===== src/verilog/dsr_pkg.sv =====
// Package of constants for the decade switch reader.
`default_nettype none
package dsr_pkg;
	localparam int DSR_BUS_W = 18;
	localparam int DSR_ADDR_W = 4;
	localparam logic [3:0] DSR_CLASS = 4'hF;
	localparam int DSR_NUM_SW = 24;
	localparam int DSR_SWNUM_W = 5;
	localparam int DSR_LINES = 10;
	localparam int DSR_VAL_W = 4;
	localparam logic [4:0] DSR_SWNUM_RST = 5'h00;
endpackage
`default_nettype wire


===== src/verilog/dsr_decoder.sv =====
// One-of-ten checker and decimal to binary converter.
`timescale 1ns/1ns
`default_nettype none
module dsr_decoder #(
	parameter int LINES = 10,
	parameter int VAL_W = 4
) (
	input wire logic [LINES-1:0] lines, // Synchronised decimal lines.
	output logic valid, // Exactly one line active.
	output logic [VAL_W-1:0] value // Binary value of the active line.
);
	// Every line index must fit the value width; the counter has one bit more.
	if (LINES < 1 || LINES > (1 << VAL_W)) begin : g_bad_width
		$error("LINES does not fit VAL_W");
	end
	logic [VAL_W-1:0] acc;
	logic [VAL_W:0] cnt;
	always_comb begin
		acc = '0;
		cnt = '0;
		for (int i = 0; i < LINES; i++) begin
			if (lines[i]) begin
				acc = acc | VAL_W'(i);
				cnt = cnt + (VAL_W+1)'(1);
			end
		end
		valid = (cnt == (VAL_W+1)'(1));
		value = valid ? acc : '0;
	end
endmodule
`default_nettype wire


===== src/verilog/dsr_top.sv =====
// Decade switch reader: transmitter selects a switch, receiver checks and converts its lines.
`timescale 1ns/1ns
`default_nettype none
// Function
// - The transmitter drives the query line of the one selected switch.
// - The receiver checks the returned decimal lines and converts them to binary.
// - Interrogation starts only through an output transfer to this module.
// - The value is collected by a separate input transfer to the receiver.
// - Exactly one of ten lines must be active, otherwise the reading is invalid.
// - The validity result is a single control-digit output.
// - The module answers to device class fifteen on the input busbars.
// - The binary value sits on the four least significant output busbars.
// - The clear strobe sets the switch number to zero.
// - The load strobe captures the switch number and queries that switch.
// - The gate-out strobe drives the converted value onto the data output.
// - The selected switch stays queried until another output transfer changes it.
// - Up to 24 switches by default, more by raising a parameter.
// - A deselect strobe clears the stored selection.
// - A select strobe compares the address with the class and selects on a class match.
module dsr_top #(
	parameter int NUM_SW = dsr_pkg::DSR_NUM_SW,
	parameter int SWNUM_W = dsr_pkg::DSR_SWNUM_W
) (
	input wire logic clk_sys, // System clock, 20 MHz.
	input wire logic srst, // Synchronous reset, active high.
	input wire logic [dsr_pkg::DSR_BUS_W-1:0] bus_in, // Input busbars.
	input wire logic output_device_select, // Select strobe, output side.
	input wire logic output_device_deselect, // Deselect strobe, output side.
	input wire logic input_device_select, // Select strobe, input side.
	input wire logic input_device_deselect, // Deselect strobe, input side.
	input wire logic switch_number_clear, // Clear switch number strobe.
	input wire logic switch_number_load, // Load switch number strobe.
	input wire logic reading_gate_out, // Gate reading to data output.
	input wire logic [dsr_pkg::DSR_LINES-1:0] decimal_lines, // Lines from remote switch.
	output logic [NUM_SW-1:0] switch_query_line, // One query line per switch.
	output logic [dsr_pkg::DSR_BUS_W-1:0] bus_out, // Output busbars.
	output logic bus_out_valid, // Output busbars carry data.
	output logic reading_valid // One-of-ten control digit.
);
	// Refuse sizes that the number register or the busbars cannot carry.
	if (NUM_SW < 1 || NUM_SW > (1 << SWNUM_W) || SWNUM_W > dsr_pkg::DSR_BUS_W) begin : g_bad_size
		$error("NUM_SW does not fit SWNUM_W");
	end
	////////////////////////////////////////////////////////////////////////////
	logic out_sel_q, in_sel_q;
	logic class_hit;
	assign class_hit = (bus_in[dsr_pkg::DSR_ADDR_W-1:0] == dsr_pkg::DSR_CLASS);
	always_ff @(posedge clk_sys) begin
		if (srst || output_device_deselect) begin
			out_sel_q <= 1'b0;
		end else if (output_device_select) begin
			out_sel_q <= class_hit;
		end
	end
	always_ff @(posedge clk_sys) begin
		if (srst || input_device_deselect) begin
			in_sel_q <= 1'b0;
		end else if (input_device_select) begin
			in_sel_q <= class_hit;
		end
	end
	////////////////////////////////////////////////////////////////////////////
	// Switch number register; the query stays up until another load or clear.
	logic [SWNUM_W-1:0] swnum_q;
	logic query_on_q;
	always_ff @(posedge clk_sys) begin
		if (srst) begin
			swnum_q <= SWNUM_W'(dsr_pkg::DSR_SWNUM_RST);
			query_on_q <= 1'b0;
		end else if (out_sel_q && switch_number_clear) begin
			swnum_q <= '0;
			query_on_q <= 1'b0;
		end else if (out_sel_q && switch_number_load) begin
			swnum_q <= bus_in[SWNUM_W-1:0];
			query_on_q <= 1'b1;
		end
	end
	genvar g;
	generate
		for (g = 0; g < NUM_SW; g++) begin : g_query
			always_ff @(posedge clk_sys) begin
				if (srst) begin
					switch_query_line[g] <= 1'b0;
				end else begin
					switch_query_line[g] <= query_on_q && (swnum_q == SWNUM_W'(g));
				end
			end
		end
	endgenerate
	////////////////////////////////////////////////////////////////////////////
	// Remote lines are asynchronous and pass two flip-flops.
	logic [dsr_pkg::DSR_LINES-1:0] lines_m_q, lines_s_q;
	always_ff @(posedge clk_sys) begin
		if (srst) begin
			lines_m_q <= '0;
			lines_s_q <= '0;
		end else begin
			lines_m_q <= decimal_lines;
			lines_s_q <= lines_m_q;
		end
	end
	logic dec_valid;
	logic [dsr_pkg::DSR_VAL_W-1:0] dec_value;
	dsr_decoder #(.LINES(dsr_pkg::DSR_LINES), .VAL_W(dsr_pkg::DSR_VAL_W)) u_dec (
		.lines(lines_s_q),
		.valid(dec_valid),
		.value(dec_value)
	);
	always_ff @(posedge clk_sys) begin
		if (srst) begin
			reading_valid <= 1'b0;
		end else begin
			reading_valid <= dec_valid;
		end
	end
	always_ff @(posedge clk_sys) begin
		if (srst) begin
			bus_out <= '0;
			bus_out_valid <= 1'b0;
		end else if (in_sel_q && reading_gate_out) begin
			bus_out <= {{(dsr_pkg::DSR_BUS_W-dsr_pkg::DSR_VAL_W){1'b0}}, dec_value};
			bus_out_valid <= 1'b1;
		end else begin
			bus_out <= '0;
			bus_out_valid <= 1'b0;
		end
	end
endmodule
`default_nettype wire


===== config.mk =====
export PLATFORM = sky130hd
export DESIGN_NAME = dsr_top
export DESIGN_NICKNAME = d
export VERILOG_FILES = /design/src/verilog/dsr_pkg.sv /design/src/verilog/dsr_decoder.sv /design/src/verilog/dsr_top.sv
export SDC_FILE = /design/constraint.sdc
export NUM_CORES = 1
export LEC_CHECK = 0
export ABC_AREA = 1
export BUFFER_PORTS_ARGS = -buffer_cell sky130_fd_sc_hd__buf_2
export CAP_MARGIN = 25
export CELL_PAD_IN_SITES_DETAIL_PLACEMENT = 0
export CELL_PAD_IN_SITES_GLOBAL_PLACEMENT = 1
export CORE_UTILIZATION = 40
export CTS_BUF_LIST = sky130_fd_sc_hd__clkbuf_8
export CTS_CLUSTER_SIZE = 28
export DETAILED_ROUTE_END_ITERATION = 8
export PLACE_DENSITY = 0.86
export SYNTH_ARGS = -nofsm -noshare
export SYNTH_HDL_FRONTEND = slang
export SYNTH_SLANG_ARGS = --single-unit

===== constraint.sdc =====
create_clock -name clk_sys -period 11.7 [get_ports clk_sys]
set_input_delay 0 -clock clk_sys [delete_from_list [all_inputs] [get_ports clk_sys]]
set_output_delay 0 -clock clk_sys [all_outputs]
set_load 0.05 [all_outputs]

### Word-level counts from Yosys, hierarchy flattened

Cells that the tools add are included.

* equality and inequality tests: 25
* reduce and logical (&&, ||, !) cells: 32
* $mul: 0
* div/mod/pow operators: 0
* multiplexer cells: 20
* $lt $le $gt $ge: 0
* add/sub/neg operators: 9
* bitwise operators: 2
* shifts and indexed selects: 0

Operator list (count)
* adder 5 x 1 -> 5 bit, second input constant: 9
* two-way mux 5 bit: 9
* == test 5 x 4 -> 1 bit, second input constant: 8
* == test 5 bit, second input constant: 8
* logical AND 1 bit: 27
* == test 5 x 3 -> 1 bit, second input constant: 4
* two-way mux 3 bit: 4
* == test 5 x 1 -> 1 bit, second input constant: 2
* == test 5 x 2 -> 1 bit, second input constant: 2
* two-way mux 4 bit: 2
* logical NOT 5 bit: 1
* == test 4 bit, second input constant: 1
* two-way mux 2 bit: 2
* two-way mux 1 bit: 3
* OR reduction 3 bit: 1
* logical OR 1 bit: 2
* inverter 1 bit: 2
* OR reduction 2 bit: 1

* output and inout bits: 44
* register bits after elaboration: 72
* bits in read-only memories: 0
* memories: 0
* bits in latches: 0
* RAM bits: 0

### Logic depth before layout (Yosys ltp)

Gate-level depths: netlist of the first run.

* depth in word-level cells: 22
* gate-level depth with buffers: 35
* gate-level depth less buffers: 35

### By module

Synthesis of the first run repeated with hierarchy kept, for this count alone.

* cell total of the unflattened synthesis: 394
* area total of the unflattened synthesis: 2876.5 µm²

By module, submodules not included
* dsr_top: cells each 216, times used 1, area an instance 1888.1 µm²
* dsr_decoder: cells each 178, times used 1, area an instance 988.4 µm²

### Worst setup path after synthesis of the first run

OpenSTA, ideal clock, no wires.

* kind: register -> register
* start: register lines_s_q[1] in the netlist's numbering
* end: register bus_out[0] in the netlist's numbering
* path slack: 6587 ps
* period minus slack after synthesis: 5113 ps
* data arrival time: 5049 ps
* cell stages (with the launch flop): 36
* required time: 11635 ps
* cells stage by stage: dfxtp_1 > inv_1 > ha_1 > inv_1 > nand2_2 > nand2_1 > inv_1 > ha_1 > nand2_1 > nand2_1 > ha_1 > or2_2 > nand2_1 > inv_1 > ha_1 > nand2_1 > nand2_1 > ha_1 > or2_2 > nand2_1 > inv_1 > ha_1 > nand2_1 > nand2_1 > ha_1 > or2_2 > nand2_1 > inv_1 > ha_1 > nand2_1 > xor2_1 > xor2_1 > inv_1 > nor2_2 > nand3_2 > nor2_1

* cells in the longest elaborated chain, start to end: 20
* elaborated cells between the ends (all ways): 29
* classes of those cells: add/sub: 8; eq/ne: 1; mux: 18; bitwise: 1; reduce/logical: 1

Ends and longest elaborated chain
* start: declaration: RTL line dsr_top.sv:92 `logic [dsr_pkg::DSR_LINES-1:0] lines_m_q, lines_s_q;`
* start signal: assignment: RTL line dsr_top.sv:99 `lines_s_q <= lines_m_q;`
* two-way mux 5 bit: RTL line dsr_decoder.sv:22 `if (lines[i]) begin`
* adder 5 x 1 -> 5 bit: RTL line dsr_decoder.sv:24 `cnt = cnt + (VAL_W+1)'(1);`
* two-way mux 5 bit: RTL line dsr_decoder.sv:22
* adder 5 x 1 -> 5 bit: RTL line dsr_decoder.sv:24
* two-way mux 5 bit: RTL line dsr_decoder.sv:22
* adder 5 x 1 -> 5 bit: RTL line dsr_decoder.sv:24
* two-way mux 5 bit: RTL line dsr_decoder.sv:22
* adder 5 x 1 -> 5 bit: RTL line dsr_decoder.sv:24
* [... 4 more ...]
* two-way mux 5 bit: RTL line dsr_decoder.sv:22
* adder 5 x 1 -> 5 bit: RTL line dsr_decoder.sv:24
* two-way mux 5 bit: RTL line dsr_decoder.sv:22
* adder 5 x 1 -> 5 bit: RTL line dsr_decoder.sv:24
* two-way mux 5 bit: RTL line dsr_decoder.sv:22
* == test 5 x 1 -> 1 bit: RTL line dsr_decoder.sv:27 `valid = (cnt == (VAL_W+1)'(1));`
* inverter 1 bit (no source line)
* OR reduction 3 bit (no source line)
* end signal: assignment: RTL line dsr_top.sv:121 `bus_out <= {{(dsr_pkg::DSR_BUS_W-dsr_pkg::DSR_VAL_W){1'b0}}, dec_value};`
* end: declaration: RTL line dsr_top.sv:36 `output logic [dsr_pkg::DSR_BUS_W-1:0] bus_out,`

Parallel ways exist; a longest one is shown, timed or not.
A chain may end at the register's enable or synchronous reset.

### Final worst setup path of the first run

* start: register lines_s_q[1] in the netlist's numbering
* end: register bus_out[3] in the netlist's numbering

* cells in the longest elaborated chain, start to end: 20

Ends and longest elaborated chain (RTL line)
* two-way mux 5 bit *: dsr_decoder.sv:22
* adder 5 x 1 -> 5 bit: dsr_decoder.sv:24
* two-way mux 5 bit *: dsr_decoder.sv:22
* adder 5 x 1 -> 5 bit: dsr_decoder.sv:24
* two-way mux 5 bit *: dsr_decoder.sv:22
* adder 5 x 1 -> 5 bit: dsr_decoder.sv:24
* two-way mux 5 bit *: dsr_decoder.sv:22
* adder 5 x 1 -> 5 bit: dsr_decoder.sv:24
* [... 4 more ...]
* two-way mux 5 bit *: dsr_decoder.sv:22
* adder 5 x 1 -> 5 bit: dsr_decoder.sv:24
* two-way mux 5 bit *: dsr_decoder.sv:22
* adder 5 x 1 -> 5 bit: dsr_decoder.sv:24
* two-way mux 5 bit *: dsr_decoder.sv:22
* == test 5 x 1 -> 1 bit *: dsr_decoder.sv:27
* inverter 1 bit (no source line) *
* OR reduction 3 bit (no source line) *

Mark *: on every way between the ends. The rest lies on a longest branch, timed or not.

==> metrics.md, run 1 <==
| Metric | Value |
|---|---|
| Fin crit period | `5.64 ns` |
| Crit path DAT | `5.90 ns` |
| CTS sink count | `58` |
| Worst Path Required | `11.96 ns` |
| Final setup margin | `6.06 ns` |
| P per Cell Area | `142 mW/mm^2` |
| LEAKAGE | `1.86 nW` |
| Pwr Total | `0.000495 W` |
| Drt drc | `0` |
| Maximum vdd ir drop | `0.000142 V` |
| Crit-path max cell delay | `0.36 ns` |
| WHS | `0.0126 ns` |
| Final net count | `504` |
| FF+latch count, synth | `58` |
| Fin Setup TNS | `0 ns` |
| Largest net degree at the start of global routing | `28` |
| CTS Buf Count | `9` |
| Post-synth top area share | `42.6%` |
| Input/output buffers | `53` |
| Number of H-tree levels | `3` |
| Synth cell types | `24` |
| Initial DRC Count | `102` |
| Highest clock rate | `0.177 GHz` |
| Hold WC Path Type | `primary input to register` |
| Row count | `29` |
| Net Sw Power | `0.000128 W` |
| Tcrit/Tclk final | `48.2%` |
| Post-route clock skew | `0.00877 ns` |
| Die W | `84.5 microns` |
| Crit Path Max Fanout | `4` |
| Die Y | `84.5 microns` |
| Met3 usage | `5.51%` |
| Unrepaired setup endpoints after global routing | `false` |
| Internal power | `0.000367 W` |
| Final global-route overflow total | `0` |
| Clock Tree Buf Depth | `2` |
| I/O pin count | `81` |
| Hpwl dp | `3950 microns` |
| Critical path class | `register to register` |
| Synthesis-to-finish area growth | `27.6%` |
| Worst-skew pair later-pin latency | `0.34 ns` |
| Crit. End Element | `register` |
| Register Area | `0.00116 sq mm` |
| Clock network fraction of total power | `46.1%` |
| Drt pass-1 iters | `4` |
| Post-CTS setup buffers | `0` |
| Final Hold Vio Count | `0` |
| WL per Instance | `10.3 microns` |
| Grt met2 use | `28.3%` |
| Slew Limit Fails | `0` |
| Multi-input logic area | `0.00124 sq mm` |
| Ranking of synthesized cells by area | `dfxtp_1 43%, nand2_1 11%, nor2_1 9.4%, inv_1 8.7%, ha_1 4.1%` |
| Post-Synthesis Cell Area | `0.00272 sq mm` |
| Core box area | `0.00646 sq mm` |
| Status | `finished clean` |
| Sequential fraction of design power | `41.4%` |
| Sequential area share after synthesis | `42.6%` |
| Ys Warns | `0` |
| Largest area contributor in the synthesized netlist | `dfxtp_1` |
| Post-Route WL | `5550 microns` |
| CTS tree | `built` |
| Post-Synthesis Cells | `377` |
| Vias per inst | `4.35` |
| Hold_buf cts | `21` |
| Switching portion of total power | `25.9%` |
| CTS resizes | `0` |
| FILL cells | `622` |
| Final antenna-violating net count | `0` |
| CP Launch Type | `register` |
| First-pass GRT wire length | `9500 microns` |
| Initial Utilization | `42.2%` |
| Root buffer cell | `clkbuf_8` |
| Post-placement worst setup slack | `6.05 ns` |
| Comb power frac | `12.5%` |
| Initial antenna violation count | `0` |
| GR peak layer | `met2` |
| Share of cells above drive strength 1 | `23.8%` |
| GRT Resource Usage Total | `17.3%` |
| Cell mode on critical path | `nand2_1` |
| Antenna diodes | `0` |
| Via count | `2350` |
| Slew of the pin with the lowest slew margin | `0.566 ns` |
| Post-Syn Area per Cell | `7.23 sq um` |
| Routability congestion estimate | `0.831` |
| Crit-path slowest cell | `dfxtp_1` |
| Die ar. | `0.00714 sq mm` |
| Count of final setup violators | `0` |
| Clock slew at reported path FFs | `0.07 ns` |
| Max_slew headroom | `61.3%` |
| Vias in the first global route | `2139` |
| GR Util met1 | `20.9%` |
| Number of max-cap violations | `0` |
## power by group through the flow
stage | Clock [W] | Sequential, W | Combinational, W
2_1_floorplan | 0 | 0.000211 | 0.0000469
3_5_place_dp | 0 | 0.000209 | 0.0000563
5_1_grt | 0.000244 | 0.000205 | 0.0000709
3_3_place_gp | 0 | 0.000209 | 0.0000554
6_report | 0.000228 | 0.000205 | 0.0000620
4_1_cts | 0.000233 | 0.000205 | 0.0000616
## final timing paths
path                                start                 endpoint  slack, ns  depth (start not counted)
setup / recovery  lines_s_q[1]$_SDFF_PP0_    bus_out[3]$_SDFF_PP0_       6.06                         35
hold / removal                  bus_in[2]  swnum_q[2]$_SDFFE_PP0P_       0.01                          3
hold reg to reg   lines_m_q[8]$_SDFF_PP0_  lines_s_q[8]$_SDFF_PP0_       0.40                          2
setup reg to reg  lines_s_q[1]$_SDFF_PP0_    bus_out[3]$_SDFF_PP0_       6.06                         35
## per-stage QoR
stage / area (sq um) / utilization [%] / instances
finish: 3480 / 53.8 / 540
global route: 3480 / 53.8 / 540
CTS: 3480 / 53.8 / 540
detailed placement: 3020 / 46.7 / 503
global placement: 3020 / 46.7 / 503
floorplan: 2770 / - / 390
## flip-flops by register name, indices dropped and copies added (netlist names)
name	count
out_sel_q	1
reading_valid	1
lines_s_q	10
bus_out_valid	1
query_on_q	1
lines_m_q	10
swnum_q	5
in_sel_q	1
switch_query_line	24
bus_out	4
## cells in the mapped netlist, drive strengths merged
master	instances
a2111oi	2
a21oi	8
buf	14
clkbuf	3
conb	1
dfxtp	58
ha	9
inv	68
nand2	95
nand3	33
nand3b	2
nand4	1
nor2	70
nor3	4
o21ai	3
or2	4
xor2	2
## routing by layer
| metal | wire length (microns) | vias to the layer above |
|---|---|---|
| met1 | 2680 | 1021 |
| met5 | 0 | - |
| met3 | 222 | 6 |
| met4 | 79 | 0 |
| met2 | 2570 | 55 |
| li1 | - | 1268 |
## worst max-delay path: cells and delay by family (launching register included)
kind / cells / cell delay (ns)
adder cells (fa/ha/maj): 8 / 2.10
buffers and inverters: 7 / 0.42
flip-flops: 1 / 0.36
XOR/XNOR: 2 / 0.32
AND/OR/NAND/NOR: 18 / 2.38
## layout make-up
type                            instances  area share, %
Multi-Input combinational cell        247           35.7
Sequential cell                        58           33.4
Timing Repair Buffer                   74           13.7
Inverter                               68           7.34
Clock buffer                            9           3.56
Clock inverter                          7           3.56
Tap cell                               77           2.77
## cell usage in the layout (no fill, tap or decap), types with 3 or more instances in the layout
master / n
a21oi_1: 7
buf_2: 53
bufinv_16: 3
clkbuf_8: 9
conb_1: 14
dfxtp_1: 58
dlygate4sd3_1: 21
ha_1: 9
inv_1: 63
inv_2: 5
nand2_1: 79
nand2_2: 13
nand2_4: 3
nand3_1: 22
nand3_2: 10
nor2_1: 68
nor3_1: 4
o21ai_0: 3
or2_2: 4
## logic make-up (layout without fill, tap and decap cells)
| group | after synthesis | after routing | share of synthesized area [%] |
|---|---|---|---|
| buf+inv | 85 | 158 | 13.6 |
| fa+ha+maj | 9 | 9 | 4.13 |
| flops | 58 | 58 | 42.6 |
| simple gates | 209 | 209 | 36.0 |
| other cells | 1 | 14 | 0.138 |
| xor+xnor | 2 | 2 | 0.643 |
| compound gates | 13 | 13 | 2.80 |
(Power assumes the default switching activity.)
==> inputs of run 2 (changes only) <==
--- a/config.mk
+++ b/config.mk
@@ -10,11 +10,11 @@
 export CAP_MARGIN = 25
 export CELL_PAD_IN_SITES_DETAIL_PLACEMENT = 0
 export CELL_PAD_IN_SITES_GLOBAL_PLACEMENT = 1
-export CORE_UTILIZATION = 40
+export CORE_UTILIZATION = 37
 export CTS_BUF_LIST = sky130_fd_sc_hd__clkbuf_8
 export CTS_CLUSTER_SIZE = 28
 export DETAILED_ROUTE_END_ITERATION = 8
-export PLACE_DENSITY = 0.86
+export PLACE_DENSITY = 0.8
 export SYNTH_ARGS = -nofsm -noshare
 export SYNTH_HDL_FRONTEND = slang
 export SYNTH_SLANG_ARGS = --single-unit
==> constraint.sdc (replaced) <==
create_clock -name clk_sys -period 5.2 [get_ports clk_sys]
set_input_delay 0 -clock clk_sys [delete_from_list [all_inputs] [get_ports clk_sys]]
set_output_delay 0 -clock clk_sys [all_outputs]
set_load 0.05 [all_outputs]
==> metrics.md, run 2 (synthesized netlist as in run 1, its figures left out) <==
| Metric | Value |
|---|---|
| Drt drc | `0 (unchanged)` |
| Cell Count, Final, Fillers Out | `573 (+6.1%)` |
| Top Registers | `switch_query_line (24), lines_m_q (10), lines_s_q (10)` |
| Maximum vdd ir drop | `0.000306 V (+120%)` |
| Initial antenna violation count | `0 (unchanged)` |
| FILL cells | `676 (+8.7%)` |
| Most frequent cells in the layout | `70 x nand2_1, 68 x nor2_1, 61 x inv_1` |
| First-pass GRT wire length | `9630 microns (+1.4%)` |
| Largest net degree at the start of global routing | `28 (unchanged)` |
| Biggest register | `switch_query_line` |
| Synthesis-to-finish area growth | `35.1%` |
| Number of H-tree levels | `3 (unchanged)` |
| Initial DRC Count | `76 (-25%)` |
| Post-Route WL | `5780 microns (+4.0%)` |
| CTS Buf Count | `9 (unchanged)` |
| Crit Path Max Fanout | `4 (unchanged)` |
| Core box area | `0.00694 sq mm (+7.5%)` |
| Die ar. | `0.00771 sq mm (+7.9%)` |
| Input/output buffers | `53 (unchanged)` |
| CP top delay family | `simple AND/OR/NAND/NOR gates` |
| I/O pin count | `81 (unchanged)` |
| CP Launch Type | `register` |
| Die W | `87.8 microns (+3.9%)` |
| Post-route clock skew | `0.00695 ns (-0.00182 ns)` |
| LEAKAGE | `1.94 nW (+4.4%)` |
| Root buffer cell | `clkbuf_8` |
| Most common cell after layout, fill and taps aside | `nand2_1` |
| Vias per inst | `4.20 (-3.4%)` |
| Clock slew at reported path FFs | `0.06 ns (about the same)` |
| Hold WC Path Type | `primary input to register` |
| Register Area | `0.00116 sq mm (+0.22%)` |
| Via count | `2409 (+2.5%)` |
| Tcrit/Tclk final | `94.4% (+46 points)` |
| GRT Resource Usage Total | `16.3% (-1.1 points)` |
| Final antenna-violating net count | `0 (unchanged)` |
| Antenna diodes | `0 (unchanged)` |
| Sequential fraction of design power | `44.6% (+3.2 points)` |
| Worst Path Required | `5.46 ns (-6.50 ns)` |
| Initial Utilization | `39.2% (-2.9 points)` |
| Routability congestion estimate | `0.812 (-2.3%)` |
| Critical path class | `register to register` |
| Row count | `30 (+3.4%)` |
| Final Hold Vio Count | `0 (unchanged)` |
| Drt pass-1 iters | `4 (unchanged)` |
| Count of final setup violators | `0 (unchanged)` |
| Slew Limit Fails | `0 (unchanged)` |
| Net Sw Power | `0.000269 W (+110%)` |
| Multi-input logic area | `0.00137 sq mm (+10%)` |
| Highest clock rate | `0.204 GHz (+15%)` |
| Crit-path slowest cell | `dfxtp_2` |
| P per Cell Area | `281 mW/mm^2 (+98%)` |
| WL per Instance | `10.1 microns (-2.0%)` |
| CTS tree | `built` |
| Fin crit period | `4.91 ns (-0.729 ns)` |
| Vias in the first global route | `2282 (+6.7%)` |
| Final global-route overflow total | `0 (unchanged)` |
| Share of cells above drive strength 1 | `30.2% (+6.4 points)` |
| Number of placed cells counting well taps | `528 (+5.0%)` |
| Internal power | `0.000766 W (+110%)` |
| Crit path DAT | `5.17 ns (-0.73 ns)` |
| Die Y | `87.8 microns (+3.9%)` |
| Hpwl dp | `4140 microns (+5.0%)` |
| Crit. End Element | `register` |
| Comb power frac | `16.9% (+4.4 points)` |
| Number of max-cap violations | `0 (unchanged)` |
| Clock network fraction of total power | `38.4% (-7.7 points)` |
| Final net count | `518 (+2.8%)` |
| Critical path buffers and inverters | `12 (+5)` |
| Status | `finished clean` |
| Worst-skew pair later-pin latency | `0.32 ns (-0.02 ns)` |
| Switching portion of total power | `26.0% (+0.092 points)` |
| Max reg flops | `24 (unchanged)` |
| Fin Setup TNS | `0 ns (unchanged)` |
| Crit-path max cell delay | `0.33 ns (-0.03 ns)` |
| CTS sink count | `58 (unchanged)` |
| Clock Tree Buf Depth | `2 (unchanged)` |
[run 2: cell count changes in the layout (fill, tap and decap cells not counted), moves of 4 or more]
cell	delta
ha_1	-5
ha_4	+5
buf_4	+15
nand2_2	+5
nand2_1	-9
nand2_4	+4
inv_2	+5
[run 2: final cells by class]
type                            instances  share of cell area [%]
Sequential cell                        58                    31.6
Clock inverter                          5                    1.26
Inverter                               68                    6.94
Multi-Input combinational cell        247                    37.1
Clock buffer                           11                    4.11
Tap cell                               96                    3.26
Timing Repair Buffer                   88                    15.7
[run 2: what timing repair did]
item,4_1_cts,5_1_grt
setup buffers,6,3
resized for setup,10,21
hold endpoints to repair,17,0
endpoints found under the setup margin,5,5
pin swaps,4,11
hold buffers,20,0
[run 2: worst paths after layout]
check,startpoint,to,slack [ns],cells past startpoint
worst max register to register,lines_s_q[1]$_SDFF_PP0_,bus_out[3]$_SDFF_PP0_,0.29,38
worst min-delay path,bus_in[2],swnum_q[2]$_SDFFE_PP0P_,0.03,3
worst min register to register,lines_m_q[0]$_SDFF_PP0_,lines_s_q[0]$_SDFF_PP0_,0.39,2
worst max-delay path,lines_s_q[1]$_SDFF_PP0_,bus_out[3]$_SDFF_PP0_,0.29,38
[run 2: metal layers]
layer | GRT usage, % | up-vias | part of all wire [%]
met3 | 4.43 | 7 | 3.9
li1 | - | 1299 | -
met4 | 6.86 | 0 | 1.3
met1 | 19.7 | 1046 | 46
met5 | 0 | - | 0
met2 | 27.3 | 57 | 48
[run 2: tightest hold or removal path, cell delays in order]
cell and delay, ns:
buf_2 0.09, o21ai_0 0.10, a21oi_1 0.12
[run 2: through the flow]
stage / util (%) / area (sq um) / power (W) / hold WS, ns / worst slack, ns
2_1_floorplan: - / 2770 / 0.000580 / 0.0897 / 0.0867
3_5_place_dp: 44.5 / 3090 / 0.000603 / 0.177 / -0.180
3_3_place_gp: 44.5 / 3090 / 0.000601 / 0.171 / -0.0591
6_report: 53.0 / 3680 / 0.00103 / 0.0291 / 0.292
4_1_cts: 51.3 / 3560 / 0.00102 / 0.00333 / 0.0480
5_1_grt: 53.0 / 3680 / 0.00109 / 0.0561 / -0.0386
[run 2: power by group through the flow]
stage	Combinational, W	Sequential [W]	Clock (W)
2_1_floorplan	0.000106	0.000475	0
5_1_grt	0.000197	0.000463	0.000429
6_report	0.000175	0.000462	0.000398
3_3_place_gp	0.000130	0.000471	0
3_5_place_dp	0.000132	0.000471	0
4_1_cts	0.000150	0.000461	0.000408
